===== src/pkg/cmb_consts.svh =====
// constants for the can message buffer register set: offsets, field positions, counts
// assumes a 4-bit word address and 16-bit register data on the software port
`ifndef CMB_CONSTS_SVH
`define CMB_CONSTS_SVH

`define CMB_ADDR_W 4
`define CMB_DATA_W 16

`define CMB_OFS_ID_LOW 4'h0
`define CMB_OFS_ID_HIGH 4'h1
`define CMB_OFS_CONFIG 4'h2
`define CMB_OFS_LENGTH 4'h3
`define CMB_OFS_CONTROL 4'h4
`define CMB_OFS_PAYLOAD_BASE 4'h8

`define CMB_CFG_OWS_BIT 7
`define CMB_CFG_RTR_BIT 6
`define CMB_CFG_TYPE_MSB 5
`define CMB_CFG_TYPE_LSB 3
`define CMB_CFG_ASSIGN_BIT 0

`define CMB_IDH_IDE_BIT 15
`define CMB_IDH_ID_MSB 12

`define CMB_TYPE_TX 3'h0
`define CMB_TYPE_RX_NOMASK 3'h1
`define CMB_TYPE_RX_LAST 3'h5

`define CMB_CTL_MUC_BIT 13
`define CMB_CTL_SET_IE_BIT 11
`define CMB_CTL_SET_TRQ_BIT 9
`define CMB_CTL_SET_RDY_BIT 8
`define CMB_FLAG_RDY 0
`define CMB_FLAG_TRQ 1
`define CMB_FLAG_DN 2
`define CMB_FLAG_IE 3
`define CMB_FLAG_MOW 4
`define CMB_FLAG_N 5

`define CMB_PAYLOAD_MAX 4'h8
`define CMB_STD_ID_MASK 29'h1FFC_0000
`define CMB_EXT_ID_MASK 29'h1FFF_FFFF

`endif


===== src/pkg/cmb_pkg.sv =====
// types shared by the can message buffer design and its bench
// assumes cmb_consts.svh is on the include path
`include "cmb_consts.svh"

package cmb_pkg;

    typedef enum logic [2:0] {
        CMB_ST_IDLE = 3'b001,
        CMB_ST_STORE = 3'b010,
        CMB_ST_FINISH = 3'b100
    } cmb_store_state_t;

    // one frame offered by the protocol engine, already received in full
    typedef struct packed {
        logic ide;
        logic [28:0] id;
        logic remote;
        logic [3:0] dlc;
        logic [7:0][7:0] data;
        logic [28:0] care_mask;
    } cmb_rx_frame_t;

    // frame presented to the protocol engine for transmission
    typedef struct packed {
        logic request;
        logic remote;
        logic ide;
        logic [28:0] id;
        logic [3:0] dlc;
        logic [7:0][7:0] data;
    } cmb_tx_frame_t;

    typedef struct packed {
        logic cfg_ows;
        logic cfg_rtr;
        logic [2:0] cfg_type;
        logic cfg_assigned;
        logic id_ide;
        logic [28:0] id_val;
        logic [3:0] dlc;
        logic [7:0][7:0] payload;
        logic [4:0] flags;
        logic store_in_progress;
        cmb_store_state_t fsm;
        logic [3:0] byte_cnt;
        logic [3:0] byte_total;
        cmb_rx_frame_t frm;
        logic frm_remote;
        logic frm_mow;
        logic [15:0] rd_data;
        logic irq_pulse;
        logic hist_pulse;
    } cmb_state_t;

endpackage


===== src/rtl/cmb_pair_bit.sv =====
// one control flag driven by a software set/clear pair and by hardware events
// assumes all inputs are on the same clock as the flag that holds the result
`timescale 1ns/1ps
`default_nettype none

module cmb_pair_bit (
    input wire logic cur_i,
    input wire logic sw_set_i,
    input wire logic sw_clr_i,
    input wire logic hw_set_i,
    input wire logic hw_clr_i,
    output logic next_o
);
    // a hardware set beats any clear so an event is never lost;
    // a software set beats a hardware clear so a fresh request survives
    always_comb begin
        if (hw_set_i) begin
            next_o = 1'b1;
        end else if (sw_set_i && !sw_clr_i) begin // RQ20
            next_o = 1'b1;
        end else if (hw_clr_i || (sw_clr_i && !sw_set_i)) begin // RQ20
            next_o = 1'b0;
        end else begin
            next_o = cur_i;
        end
    end
endmodule // cmb_pair_bit

`default_nettype wire


===== src/rtl/cmb_msg_buffer.sv =====
// one can message buffer: configuration, identifier, length, payload and control
// registers, with the store sequencer that fills it from the protocol engine
// assumes the protocol engine and software port share clk_sys_i; matching masks
// arrive with each frame as a care mask
//
// The placing of the registers and strobed register access are this design's own decisions.
`timescale 1ns/1ps
`default_nettype none
`include "cmb_consts.svh"

// Behaviour
// (RQ1) software writes zero to length register bits 7..4; they read zero
// (RQ2) store as many payload bytes as the length code says, at most 8
// (RQ3) replace policy 0 discards new data frame if stored flag set; 1 overwrites
// (RQ4) matching remote frame always stored when remote bit and transmit request are 0
// (RQ5) transmit buffer remote bit selects data frame (0) or remote frame (1)
// (RQ6) receiving a remote frame never alters the remote request bit
// (RQ7) remote bit 1 blocks storing a matching remote frame and all its effects
// (RQ8) type 0 transmit, 1 receive unmasked, 2..5 receive with mask 1..4
// (RQ9) only buffers with the assigned bit set transmit or receive
// (RQ10) software writes zero to configuration bits 2 and 1
// (RQ11) format bit picks 11-bit or 29-bit identifier; standard ignores low 18 bits
// (RQ12) software left-aligns a standard identifier into the top bits
// (RQ13) high identifier bits 14 and 13 are written zero; bit 15 is format
// (RQ14) control bit 13 reads 1 while a received frame is being stored
// (RQ15) overwrite status set on data overwrite, never on remote frame store
// (RQ16) interrupt enable gates reception and transmission completion interrupts
// (RQ17) stored flag reads 1 once a data or remote frame is stored
// (RQ18) transmit request reads 1 while transmission is pending or in progress
// (RQ19) set bits 11,9,8 and clear bits 4..0 in the control write layout
// (RQ20) set=1 clear=0 sets, set=0 clear=1 clears, else unchanged
// (RQ21) while ready is 1 only control flags take software writes; engine may store
// (RQ22) software sets ready before transmit request, and apart from interrupt enable
// (RQ23) software never sets the stored flag and writes zero to control bit 10
module cmb_msg_buffer (
    input wire logic clk_sys_i,
    input wire logic rst_n_i,
    input wire logic [`CMB_ADDR_W-1:0] addr_i,
    input wire logic [`CMB_DATA_W-1:0] wr_data_i,
    input wire logic wr_en_i,
    input wire logic rd_en_i,
    output logic [`CMB_DATA_W-1:0] rd_data_o,
    input wire logic rx_valid_i,
    input wire cmb_pkg::cmb_rx_frame_t rx_frame_i,
    output logic rx_ready_o,
    input wire logic tx_done_i,
    output cmb_pkg::cmb_tx_frame_t tx_frame_o,
    output logic completion_irq_o,
    output logic history_log_o
);
    cmb_pkg::cmb_state_t state_reg;
    cmb_pkg::cmb_state_t state_next;

    logic [4:0] flag_sw_set;
    logic [4:0] flag_sw_clr;
    logic [4:0] flag_hw_set;
    logic [4:0] flag_hw_clr;
    logic [4:0] flag_next;
    logic ctrl_wr;
    logic locked;
    logic is_tx_type;
    logic is_rx_type;
    logic [28:0] fmt_mask;
    logic id_match;
    logic take_base;
    logic take_remote;
    logic take_data;
    logic take_any;
    logic [3:0] rx_bytes;
    logic finishing;

    // while ready is set the buffer belongs to the engine
    assign locked = state_reg.flags[`CMB_FLAG_RDY]; // RQ21
    assign ctrl_wr = wr_en_i && (addr_i == `CMB_OFS_CONTROL);

    assign is_tx_type = (state_reg.cfg_type == `CMB_TYPE_TX); // RQ8
    assign is_rx_type = (state_reg.cfg_type >= `CMB_TYPE_RX_NOMASK) &&
                        (state_reg.cfg_type <= `CMB_TYPE_RX_LAST); // RQ8

    // standard format compares only the top eleven identifier bits
    assign fmt_mask = state_reg.id_ide ? `CMB_EXT_ID_MASK : `CMB_STD_ID_MASK; // RQ11
    assign id_match = (rx_frame_i.ide == state_reg.id_ide) &&
                      (((rx_frame_i.id ^ state_reg.id_val) & fmt_mask &
                        rx_frame_i.care_mask) == 29'h0000_0000); // RQ11

    // engine may store only into an assigned buffer that is ready and idle
    assign take_base = rx_valid_i && rx_ready_o && id_match &&
                       state_reg.cfg_assigned && locked; // RQ9
    assign take_remote = take_base && rx_frame_i.remote && (is_tx_type || is_rx_type) &&
                         !state_reg.cfg_rtr && !state_reg.flags[`CMB_FLAG_TRQ]; // RQ4 RQ7
    assign take_data = take_base && !rx_frame_i.remote && is_rx_type &&
                       (!state_reg.flags[`CMB_FLAG_DN] || state_reg.cfg_ows); // RQ3
    assign take_any = take_remote || take_data;

    // remote frames carry no payload whatever their length code says
    assign rx_bytes = rx_frame_i.remote ? 4'h0 :
                      ((rx_frame_i.dlc > `CMB_PAYLOAD_MAX) ? `CMB_PAYLOAD_MAX
                                                           : rx_frame_i.dlc); // RQ2

    assign rx_ready_o = (state_reg.fsm == cmb_pkg::CMB_ST_IDLE);
    assign finishing = (state_reg.fsm == cmb_pkg::CMB_ST_FINISH);

    // software side of each flag; interrupt enable is frozen while ready is set
    always_comb begin
        flag_sw_set = 5'h00;
        flag_sw_clr = 5'h00;
        if (ctrl_wr) begin
            flag_sw_set[`CMB_FLAG_RDY] = wr_data_i[`CMB_CTL_SET_RDY_BIT]; // RQ19
            flag_sw_set[`CMB_FLAG_TRQ] = wr_data_i[`CMB_CTL_SET_TRQ_BIT]; // RQ19
            flag_sw_set[`CMB_FLAG_IE] = wr_data_i[`CMB_CTL_SET_IE_BIT] && !locked; // RQ21
            flag_sw_clr[`CMB_FLAG_RDY] = wr_data_i[`CMB_FLAG_RDY]; // RQ19
            flag_sw_clr[`CMB_FLAG_TRQ] = wr_data_i[`CMB_FLAG_TRQ];
            flag_sw_clr[`CMB_FLAG_DN] = wr_data_i[`CMB_FLAG_DN];
            flag_sw_clr[`CMB_FLAG_IE] = wr_data_i[`CMB_FLAG_IE] && !locked; // RQ21
            flag_sw_clr[`CMB_FLAG_MOW] = wr_data_i[`CMB_FLAG_MOW];
        end
    end

    // hardware side: a finished store sets stored and maybe overwrite, a sent frame
    // ends the transmit request
    always_comb begin
        flag_hw_set = 5'h00;
        flag_hw_clr = 5'h00;
        flag_hw_set[`CMB_FLAG_DN] = finishing; // RQ17
        flag_hw_set[`CMB_FLAG_MOW] = finishing && state_reg.frm_mow; // RQ15
        flag_hw_clr[`CMB_FLAG_TRQ] = tx_done_i && tx_frame_o.request; // RQ18
    end

    genvar gi;
    generate
        for (gi = 0; gi < `CMB_FLAG_N; gi = gi + 1) begin : g_flag
            cmb_pair_bit u_pair (
                .cur_i(state_reg.flags[gi]),
                .sw_set_i(flag_sw_set[gi]),
                .sw_clr_i(flag_sw_clr[gi]),
                .hw_set_i(flag_hw_set[gi]),
                .hw_clr_i(flag_hw_clr[gi]),
                .next_o(flag_next[gi])
            );
        end
    endgenerate

    always_comb begin
        state_next = state_reg;
        state_next.flags = flag_next; // RQ20
        state_next.irq_pulse = 1'b0;
        state_next.hist_pulse = 1'b0;
        state_next.rd_data = 16'h0000;

        // plain register writes land only while software owns the buffer
        if (wr_en_i && !locked) begin // RQ21
            unique case (addr_i)
                `CMB_OFS_ID_LOW: begin
                    state_next.id_val[15:0] = wr_data_i;
                end
                `CMB_OFS_ID_HIGH: begin
                    state_next.id_ide = wr_data_i[`CMB_IDH_IDE_BIT]; // RQ11
                    // bits 14..13 are not kept and read back as zero
                    state_next.id_val[28:16] = wr_data_i[`CMB_IDH_ID_MSB:0]; // RQ13
                end
                `CMB_OFS_CONFIG: begin
                    state_next.cfg_ows = wr_data_i[`CMB_CFG_OWS_BIT];
                    state_next.cfg_rtr = wr_data_i[`CMB_CFG_RTR_BIT]; // RQ5
                    state_next.cfg_type = wr_data_i[`CMB_CFG_TYPE_MSB:`CMB_CFG_TYPE_LSB];
                    state_next.cfg_assigned = wr_data_i[`CMB_CFG_ASSIGN_BIT]; // RQ9
                end
                `CMB_OFS_LENGTH: begin
                    state_next.dlc = wr_data_i[3:0]; // RQ1
                end
                default: begin
                    if (addr_i[3]) begin
                        state_next.payload[addr_i[2:0]] = wr_data_i[7:0];
                    end
                end
            endcase
        end

        // store sequencer: one payload byte per cycle, then commit the flags
        unique case (state_reg.fsm)
            cmb_pkg::CMB_ST_IDLE: begin
                if (take_any) begin
                    state_next.frm = rx_frame_i;
                    state_next.frm_remote = rx_frame_i.remote;
                    // a remote frame never counts as an overwrite
                    state_next.frm_mow = take_data && state_reg.flags[`CMB_FLAG_DN]; // RQ15
                    state_next.byte_cnt = 4'h0;
                    state_next.byte_total = rx_bytes; // RQ2
                    state_next.store_in_progress = 1'b1; // RQ14
                    state_next.fsm = (rx_bytes == 4'h0) ? cmb_pkg::CMB_ST_FINISH
                                                        : cmb_pkg::CMB_ST_STORE;
                end
            end
            cmb_pkg::CMB_ST_STORE: begin
                state_next.payload[state_reg.byte_cnt[2:0]] =
                    state_reg.frm.data[state_reg.byte_cnt[2:0]]; // RQ2
                state_next.byte_cnt = state_reg.byte_cnt + 4'h1;
                if (state_reg.byte_cnt + 4'h1 == state_reg.byte_total) begin
                    state_next.fsm = cmb_pkg::CMB_ST_FINISH;
                end
            end
            cmb_pkg::CMB_ST_FINISH: begin
                state_next.dlc = state_reg.frm.dlc; // RQ4
                // receive buffers of every type 1..5, masked or unmasked, keep the identifier that arrived
                if (is_rx_type) begin
                    state_next.id_ide = state_reg.frm.ide;
                    state_next.id_val = state_reg.frm.id;
                end
                // the remote request bit is left exactly as software set it
                state_next.cfg_rtr = state_reg.cfg_rtr; // RQ6
                state_next.irq_pulse = state_reg.flags[`CMB_FLAG_IE]; // RQ16 RQ4
                state_next.hist_pulse = 1'b1; // RQ4
                state_next.store_in_progress = 1'b0; // RQ14
                state_next.fsm = cmb_pkg::CMB_ST_IDLE;
            end
            default: begin
                state_next.store_in_progress = 1'b0;
                state_next.fsm = cmb_pkg::CMB_ST_IDLE;
            end
        endcase

        // a completed transmission raises the same completion event when enabled
        if (tx_done_i && tx_frame_o.request && state_reg.flags[`CMB_FLAG_IE]) begin // RQ16
            state_next.irq_pulse = 1'b1;
        end

        // read data stand for one cycle; unmapped addresses read zero
        if (rd_en_i) begin
            unique case (addr_i)
                `CMB_OFS_ID_LOW: begin
                    state_next.rd_data = state_reg.id_val[15:0];
                end
                `CMB_OFS_ID_HIGH: begin
                    state_next.rd_data = {state_reg.id_ide, 2'b00,
                                          state_reg.id_val[28:16]}; // RQ13
                end
                `CMB_OFS_CONFIG: begin
                    state_next.rd_data = {8'h00, state_reg.cfg_ows, state_reg.cfg_rtr,
                                          state_reg.cfg_type, 2'b00,
                                          state_reg.cfg_assigned}; // RQ10
                end
                `CMB_OFS_LENGTH: begin
                    state_next.rd_data = {12'h000, state_reg.dlc}; // RQ1
                end
                `CMB_OFS_CONTROL: begin
                    state_next.rd_data = {2'b00, state_reg.store_in_progress, 8'h00,
                                          state_reg.flags}; // RQ14 RQ17 RQ18
                end
                default: begin
                    if (addr_i[3]) begin
                        state_next.rd_data = {8'h00, state_reg.payload[addr_i[2:0]]};
                    end
                end
            endcase
        end
    end

    always_ff @(posedge clk_sys_i or negedge rst_n_i) begin
        if (!rst_n_i) begin
            state_reg <= '0;
            state_reg.fsm <= cmb_pkg::CMB_ST_IDLE;
        end else begin
            state_reg <= state_next;
        end
    end

    assign rd_data_o = state_reg.rd_data;
    assign completion_irq_o = state_reg.irq_pulse;
    assign history_log_o = state_reg.hist_pulse;

    // only an assigned, ready transmit buffer with a pending request asks to send
    always_comb begin
        tx_frame_o.request = state_reg.cfg_assigned && is_tx_type && locked &&
                             state_reg.flags[`CMB_FLAG_TRQ]; // RQ9 RQ18
        tx_frame_o.remote = state_reg.cfg_rtr; // RQ5
        tx_frame_o.ide = state_reg.id_ide;
        tx_frame_o.id = state_reg.id_val & fmt_mask; // RQ11
        tx_frame_o.dlc = state_reg.dlc;
        tx_frame_o.data = state_reg.payload;
    end
endmodule // cmb_msg_buffer

`default_nettype wire


===== config.mk =====
export PLATFORM = sky130hd
export DESIGN_NAME = cmb_msg_buffer
export DESIGN_NICKNAME = d
export VERILOG_FILES = /design/src/pkg/cmb_pkg.sv /design/src/rtl/cmb_pair_bit.sv /design/src/rtl/cmb_msg_buffer.sv
export VERILOG_INCLUDE_DIRS = /design/src /design/src/pkg
export SDC_FILE = /design/constraint.sdc
export NUM_CORES = 1
export LEC_CHECK = 0
export BUFFER_PORTS_ARGS = -buffer_cell sky130_fd_sc_hd__buf_2
export CAP_MARGIN = 20
export CORE_UTILIZATION = 54
export CTS_BUF_LIST = sky130_fd_sc_hd__clkbuf_16
export DETAILED_ROUTE_END_ITERATION = 10
export HOLD_SLACK_MARGIN = 0.05
export PLACE_DENSITY_LB_ADDON = 0.2
export SETUP_SLACK_MARGIN = 0.02
export SLEW_MARGIN = 5
export SYNTH_ARGS = -nofsm -noshare
export SYNTH_HDL_FRONTEND = slang
export SYNTH_SLANG_ARGS = --single-unit

===== constraint.sdc =====
create_clock -name clk_sys_i -period 2.8 [get_ports clk_sys_i]
set_input_delay 0.56 -clock clk_sys_i [delete_from_list [all_inputs] [get_ports clk_sys_i]]
set_output_delay 0.56 -clock clk_sys_i [all_outputs]
set_load 0.05 [all_outputs]

After elaboration in Yosys (flattened, before gate mapping). Index checks and enable logic that the tools add are counted. W data, S select, Z words.

Shifts and indexed selects: 0. Order comparisons: 7. Reduce and logical (&&, ||, !) cells: 67. Bitwise logic cells: 6. Multiply operators: 0. Muxes and demuxes: 46. Divide/modulo/power cells: 0. Equality and inequality tests: 11. $add $sub $neg: 1.

Operators with widths (count): $mux W64 (3); $mux W142 (1); $bwmux W64 (2); $mux W98 (1); $and A29 B29 Y29 (3); $pmux W16 S5 (1); $bmux W8 S3 (2); $demux W8 S3 (2); $mux W8 (5); $mux W34 (1); $logic_and A1 B1 Y1 (32); $mux W16 (2); $mux W30 (1); $logic_not A29 Y1 (1); $xor A29 B29 Y29 (1); $mux W18 (1); $reduce_bool A2 Y1 (8); $mux W14 (1); $mux W1 (12); $mux W4 (3); $reduce_and A2 Y1 (6); $logic_not A1 Y1 (11); $ge A3 B1 Y1 const B (3); $eq A4 B2 Y1 const B (2); 25 further kinds (33).

Logic and storage cells: 179. Latch bits: 0. Bits in read-only memories: 0. Memories kept: 0. Output and inout bits: 119. Register bits after elaboration: 268. RAM bits: 0. Bits of input ports: 154.

Depth between registers and ports, before layout.
Word-level depth: 15. Depth in mapped cells: 9. Depth with buffers taken out: 6.

Cells and area by module. Synthesis repeated with hierarchy kept, for this count alone.

Cells, all modules: 1135. Area total of the unflattened synthesis: 13036.3 µm².

By module, submodules not included: cmb_msg_buffer (instances 1, cells an instance 1115, area each 12898.6 µm², seq. area each 5957.0 µm²); cmb_pair_bit (instances 5, cells an instance 4, area each 27.5 µm², seq. area each 0.0 µm²).

Worst setup path after synthesis. No wires, ideal clock.

Path type: reg2reg. Start: register state_reg[156] (netlist name). End: register state_reg[104] (netlist name). Arrival: 2.989 ns. Buffers on the path: 2. Path slack: -0.314 ns. Clock period less this slack: 3.114 ns. Stages on the path, launching flop included: 8. Setup time: 0.125 ns. Data required time: 2.675 ns. Cell sequence: dfstp_2 -> nor3b_1 -> nand4_1 -> nor2_1 -> and3_2 -> buf_6 -> buf_6 -> mux2_2.

Cells in the longest elaborated chain, start to end: 11. Elaborated cells between the ends (all ways): 14. Those cells by class: eq/ne: 1; reduce/logical: 13.

RTL lines: start: declaration (RTL line cmb_msg_buffer.sv:51) `cmb_pkg::cmb_state_t state_reg;`; start signal: assignment (RTL line cmb_msg_buffer.sv:262) `state_reg <= state_next;`; $eq A3 B1 Y1 (*) (RTL line cmb_msg_buffer.sv:100) `assign rx_ready_o = (state_reg.fsm == cmb_pkg::CMB_ST_IDLE);`; via rx_ready_o (RTL line cmb_msg_buffer.sv:45) `output logic rx_ready_o,`; $logic_and A1 B1 Y1 (3 in series) (RTL line cmb_msg_buffer.sv:87) `assign take_base = rx_valid_i && rx_ready_o && id_match &&`; $logic_and A1 B1 Y1 (RTL line cmb_msg_buffer.sv:88) `state_reg.cfg_assigned && locked;`; $logic_and A1 B1 Y1 (4 in series) (RTL line cmb_msg_buffer.sv:89) `assign take_remote = take_base && rx_frame_i.remote && (is_tx_type || is_rx_type) &&`; $logic_or A1 B1 Y1 (RTL line cmb_msg_buffer.sv:93) `assign take_any = take_remote || take_data;`; $reduce_and A2 Y1 (no source line) (*).

Mark *: on every way through the listed nets, which the timed path passes. The rest lies on a longest branch. A chain may end at the register's enable or synchronous reset.

Final worst setup path.
Start: register state_reg[245] (netlist name). End: register state_reg[93] (netlist name).

Cells in the longest elaborated chain, start to end: 14. Elaborated cells between the ends (all ways): 17. Those cells by class: bitwise: 3; reduce/logical: 14.

RTL lines: $xor A29 B29 Y29 (*) (RTL line cmb_msg_buffer.sv:83) `(((rx_frame_i.id ^ state_reg.id_val) & fmt_mask &`; $and A29 B29 Y29 (*) (2 in series) (RTL line cmb_msg_buffer.sv:83); $logic_not A29 Y1 (*) (RTL line cmb_msg_buffer.sv:83); $logic_and A1 B1 Y1 (*) (RTL line cmb_msg_buffer.sv:82) `assign id_match = (rx_frame_i.ide == state_reg.id_ide) &&`; $logic_and A1 B1 Y1 (*) (2 in series) (RTL line cmb_msg_buffer.sv:87); $logic_and A1 B1 Y1 (*) (RTL line cmb_msg_buffer.sv:88); $logic_and A1 B1 Y1 (4 in series) (RTL line cmb_msg_buffer.sv:89); $logic_or A1 B1 Y1 (*) (RTL line cmb_msg_buffer.sv:93); $reduce_and A2 Y1 (no source line) (*).

Every way passes the cells marked *; elsewhere a longest branch is shown, timed or not.

==> flow_summary.ini <==
[run_status]
status = complete, no violations

[synthesis]
seq_area_frac_synth_pct = 47.4
syn_nets = 1251
synth-seq-cells = 238
ys_types = 49
synth_area_per_cell_um2 = 11.5
synth_top_family_by_area = multiplexers
synthSimpleGateAreaFrac_pct = 7.89
synth_cells = 1094
ys_async_sr_fraction_pct = 100
synth_compound_area_share_pct = 8.73
ys.warnings.count = 0
synth_ff_type = dfrtp_1
synth_edf_count = 0
synth_adder_area_share_pct = 0.299
synthXorXnorAreaFrac_pct = 2.51
netlist_area_mm2 = 0.0126
muxShareOfSynthArea_pct = 24.4

[min_path]
hp-class = input port to flip-flop

[place]
dpl.cell_count = 1541
numPortBuffers = 272
place_hpwl_um = 24200
gp_congestion = 0.923
placed_area_mm2 = 0.0137

[worst_setup_path]
path_class = flip-flop to flip-flop
worstSetupEndpointType = flip-flop
crit_fanout = 25
start_kind = flip-flop
crit_arrival_ns = 2.96
required_ns = 3.21

[global_routing]
grt_first_pass_wirelength_um = 51600
grt-ovfl-total = 0
grt_antenna_before_repair = 1
grt_max_degree = 66
grt_pass1_vias = 9042
track_usage_pct = 28.2

[timing]
period_minus_slack_ns = 2.55
fmax_mhz = 392
skew_ns = 0.00919
rsz0062_at_grt = no
finalSetupViolations = 0
hold_violations = 0
relSlewSlack_pct = 56.6
drv_slew = 0
period_share_pct = 91.1
worst_pin_slew_ns = 0.633
fin_setup_tns_ns = 0

[job]
cap_violations = 0

[detailed_routing]
vias = 9126
first_pass_iters = 5
viasPerCell = 5.75
route.detailed.drc = 0
detail-route-antenna-nets = 0
wl_um = 33200
wl_per_cell_um = 20.9
drt_iter0_markers = 672

[floorplanning]
row_count = 55
dieHeight_um = 155
io_pins = 273
die_w_um = 155
start_util_pct = 55.3
die_area_mm2 = 0.0239
core_mm2 = 0.0227

[power_and_ir_drop]
power_density_mw_per_mm2 = 721
clkPwrFrac_pct = 31.4
irDropWorstVdd_uv = 486
intPower_uw = 6580
switching_share_pct = 37.3
pwr-share-comb_pct = 28.3
power.switching_uw = 3910
seqPwrFrac_pct = 40.3
leakagePower_uw = 0.00748

[clocking]
htreeDepth = 1
cts_root_buf = clkbuf_16
cts_tree = built
worstSkewPairLatency_ns = 0.53
cts_num_sinks = 238
cts-buffers-inserted = 26
clk_pin_slew_ns = 0.06
cts_setup_buffers = 0
clock_path_buffers = 3

[final_layout]
fillers = 1842
postLayoutCellArea_mm2 = 0.0146
drive_gt1_share_pct = 41.3
largest_reg_flops = 149
fin_nets = 1442
final_cell_mix = 271 x buf_2, 237 x dfrtp_1, 142 x mux2_2
area_growth_pct = 15.8
antenna_cells = 0
stdcell_count = 1588
final_common_cell = buf_2
critical path: stages (launching register included):
cell	delay, ns
dfrtp_1	0.43
xor2_1	0.19
a22oi_1	0.26
nand4_1	0.20
o31ai_4	0.39
and3_2	0.38
buf_12	0.21
mux2_2	0.35
final cells by class:
| type | count | area [um^2] | area share (%) |
|---|---|---|---|
| Multi-Input combinational cell | 685 | 5530 | 38.0 |
| Timing Repair Buffer | 324 | 1850 | 12.7 |
| Clock buffer | 26 | 651 | 4.47 |
| Clock inverter | 20 | 165 | 1.13 |
| Sequential cell | 238 | 5960 | 40.9 |
| Tap cell | 285 | 357 | 2.45 |
| Inverter | 10 | 37.5 | 0.258 |
routing by layer:
metal / routed length (um) / track usage [%] / vias up / part of all wire (%)
met3: 2220 / 5.07 / 51 / 6.7
met4: 862 / 8.44 / 0 / 2.6
li1: - / - / 4174 / -
met2: 15000 / 43.5 / 351 / 45
met5: 0 / 0 / - / 0
met1: 15100 / 40.8 / 4550 / 45
cells by family after synthesis:
kind of cell    after synthesis
buf+inv                     171
mux                         259
simple gates                210
compound gates              177
flops                       238
xor+xnor                     36
fa+ha+maj                     3
power by group through the flow:
stage	sequential (uW)	clock, uW	combinational (uW)
finish	4230	3290	2970
global route	4270	3480	3150
CTS	4220	3340	2980
detailed placement	4280	0	2970
global placement	4270	0	2930
floorplan	4090	0	2590
cells in the mapped netlist, types with 2 or more instances:
cell	n	area, um^2
a211oi_1	17	128
a21o_1	2	15.0
a21oi_1	58	290
a222oi_1	4	40.0
a22o_1	7	61.3
a22oi_1	21	158
a31o_2	2	17.5
a31oi_1	2	12.5
and2_1	21	131
and3_1	4	25.0
and4_1	2	17.5
buf_1	3	11.3
buf_2	11	55.1
buf_4	98	736
buf_6	10	113
clkbuf_1	39	146
dfrtp_1	237	5930
ha_1	3	37.5
inv_1	10	37.5
mux2_2	142	1600
mux2i_1	93	931
mux4_2	24	541
nand2_1	69	259
nand2b_1	2	12.5
nand3_1	10	50.1
nand4_1	5	31.3
nor2_1	61	229
nor2b_1	21	131
nor3_1	3	15.0
nor3b_1	3	22.5
nor4_1	3	18.8
o21ai_0	45	225
o22ai_1	10	62.6
o2bb2ai_1	2	17.5
o31ai_1	2	15.0
xnor2_1	5	43.8
xor2_1	31	272
what timing repair did:
action,in CTS,in global routing
endpoints found under the hold margin,53,0
gates resized for setup,0,0
hold buffers,1,0
path summary, 6_finish.rpt:
kind	slack, ns	end	depth (start not counted)	start
max	0.25	state_reg[93]	7	state_reg[245]
min reg2reg	0.47	tx_frame_o[65]	2	state_reg[114]
max reg2reg	0.25	state_reg[93]	7	state_reg[245]
max in group asynchronous	1.55	state_reg[156]	3	rst_n_i
min in group asynchronous	0.52	state_reg[146]	2	rst_n_i
min	0.26	state_reg[62]	2	rx_frame_i[42]
metrics by stage:
stage                     power (uW)  worst slack (ns)  hold WS [ns]  util (%)
final                          10500             0.250         0.257      64.1
after global routing           10900             0.204         0.241      64.1
after CTS                      10500             0.264         0.236      64.1
after detailed placement        7240            0.0378         0.466      60.4
after global placement          7200            0.0103         0.461      60.4
after floorplan                 6680             0.273         0.264         -
(Power assumes the default switching activity.)
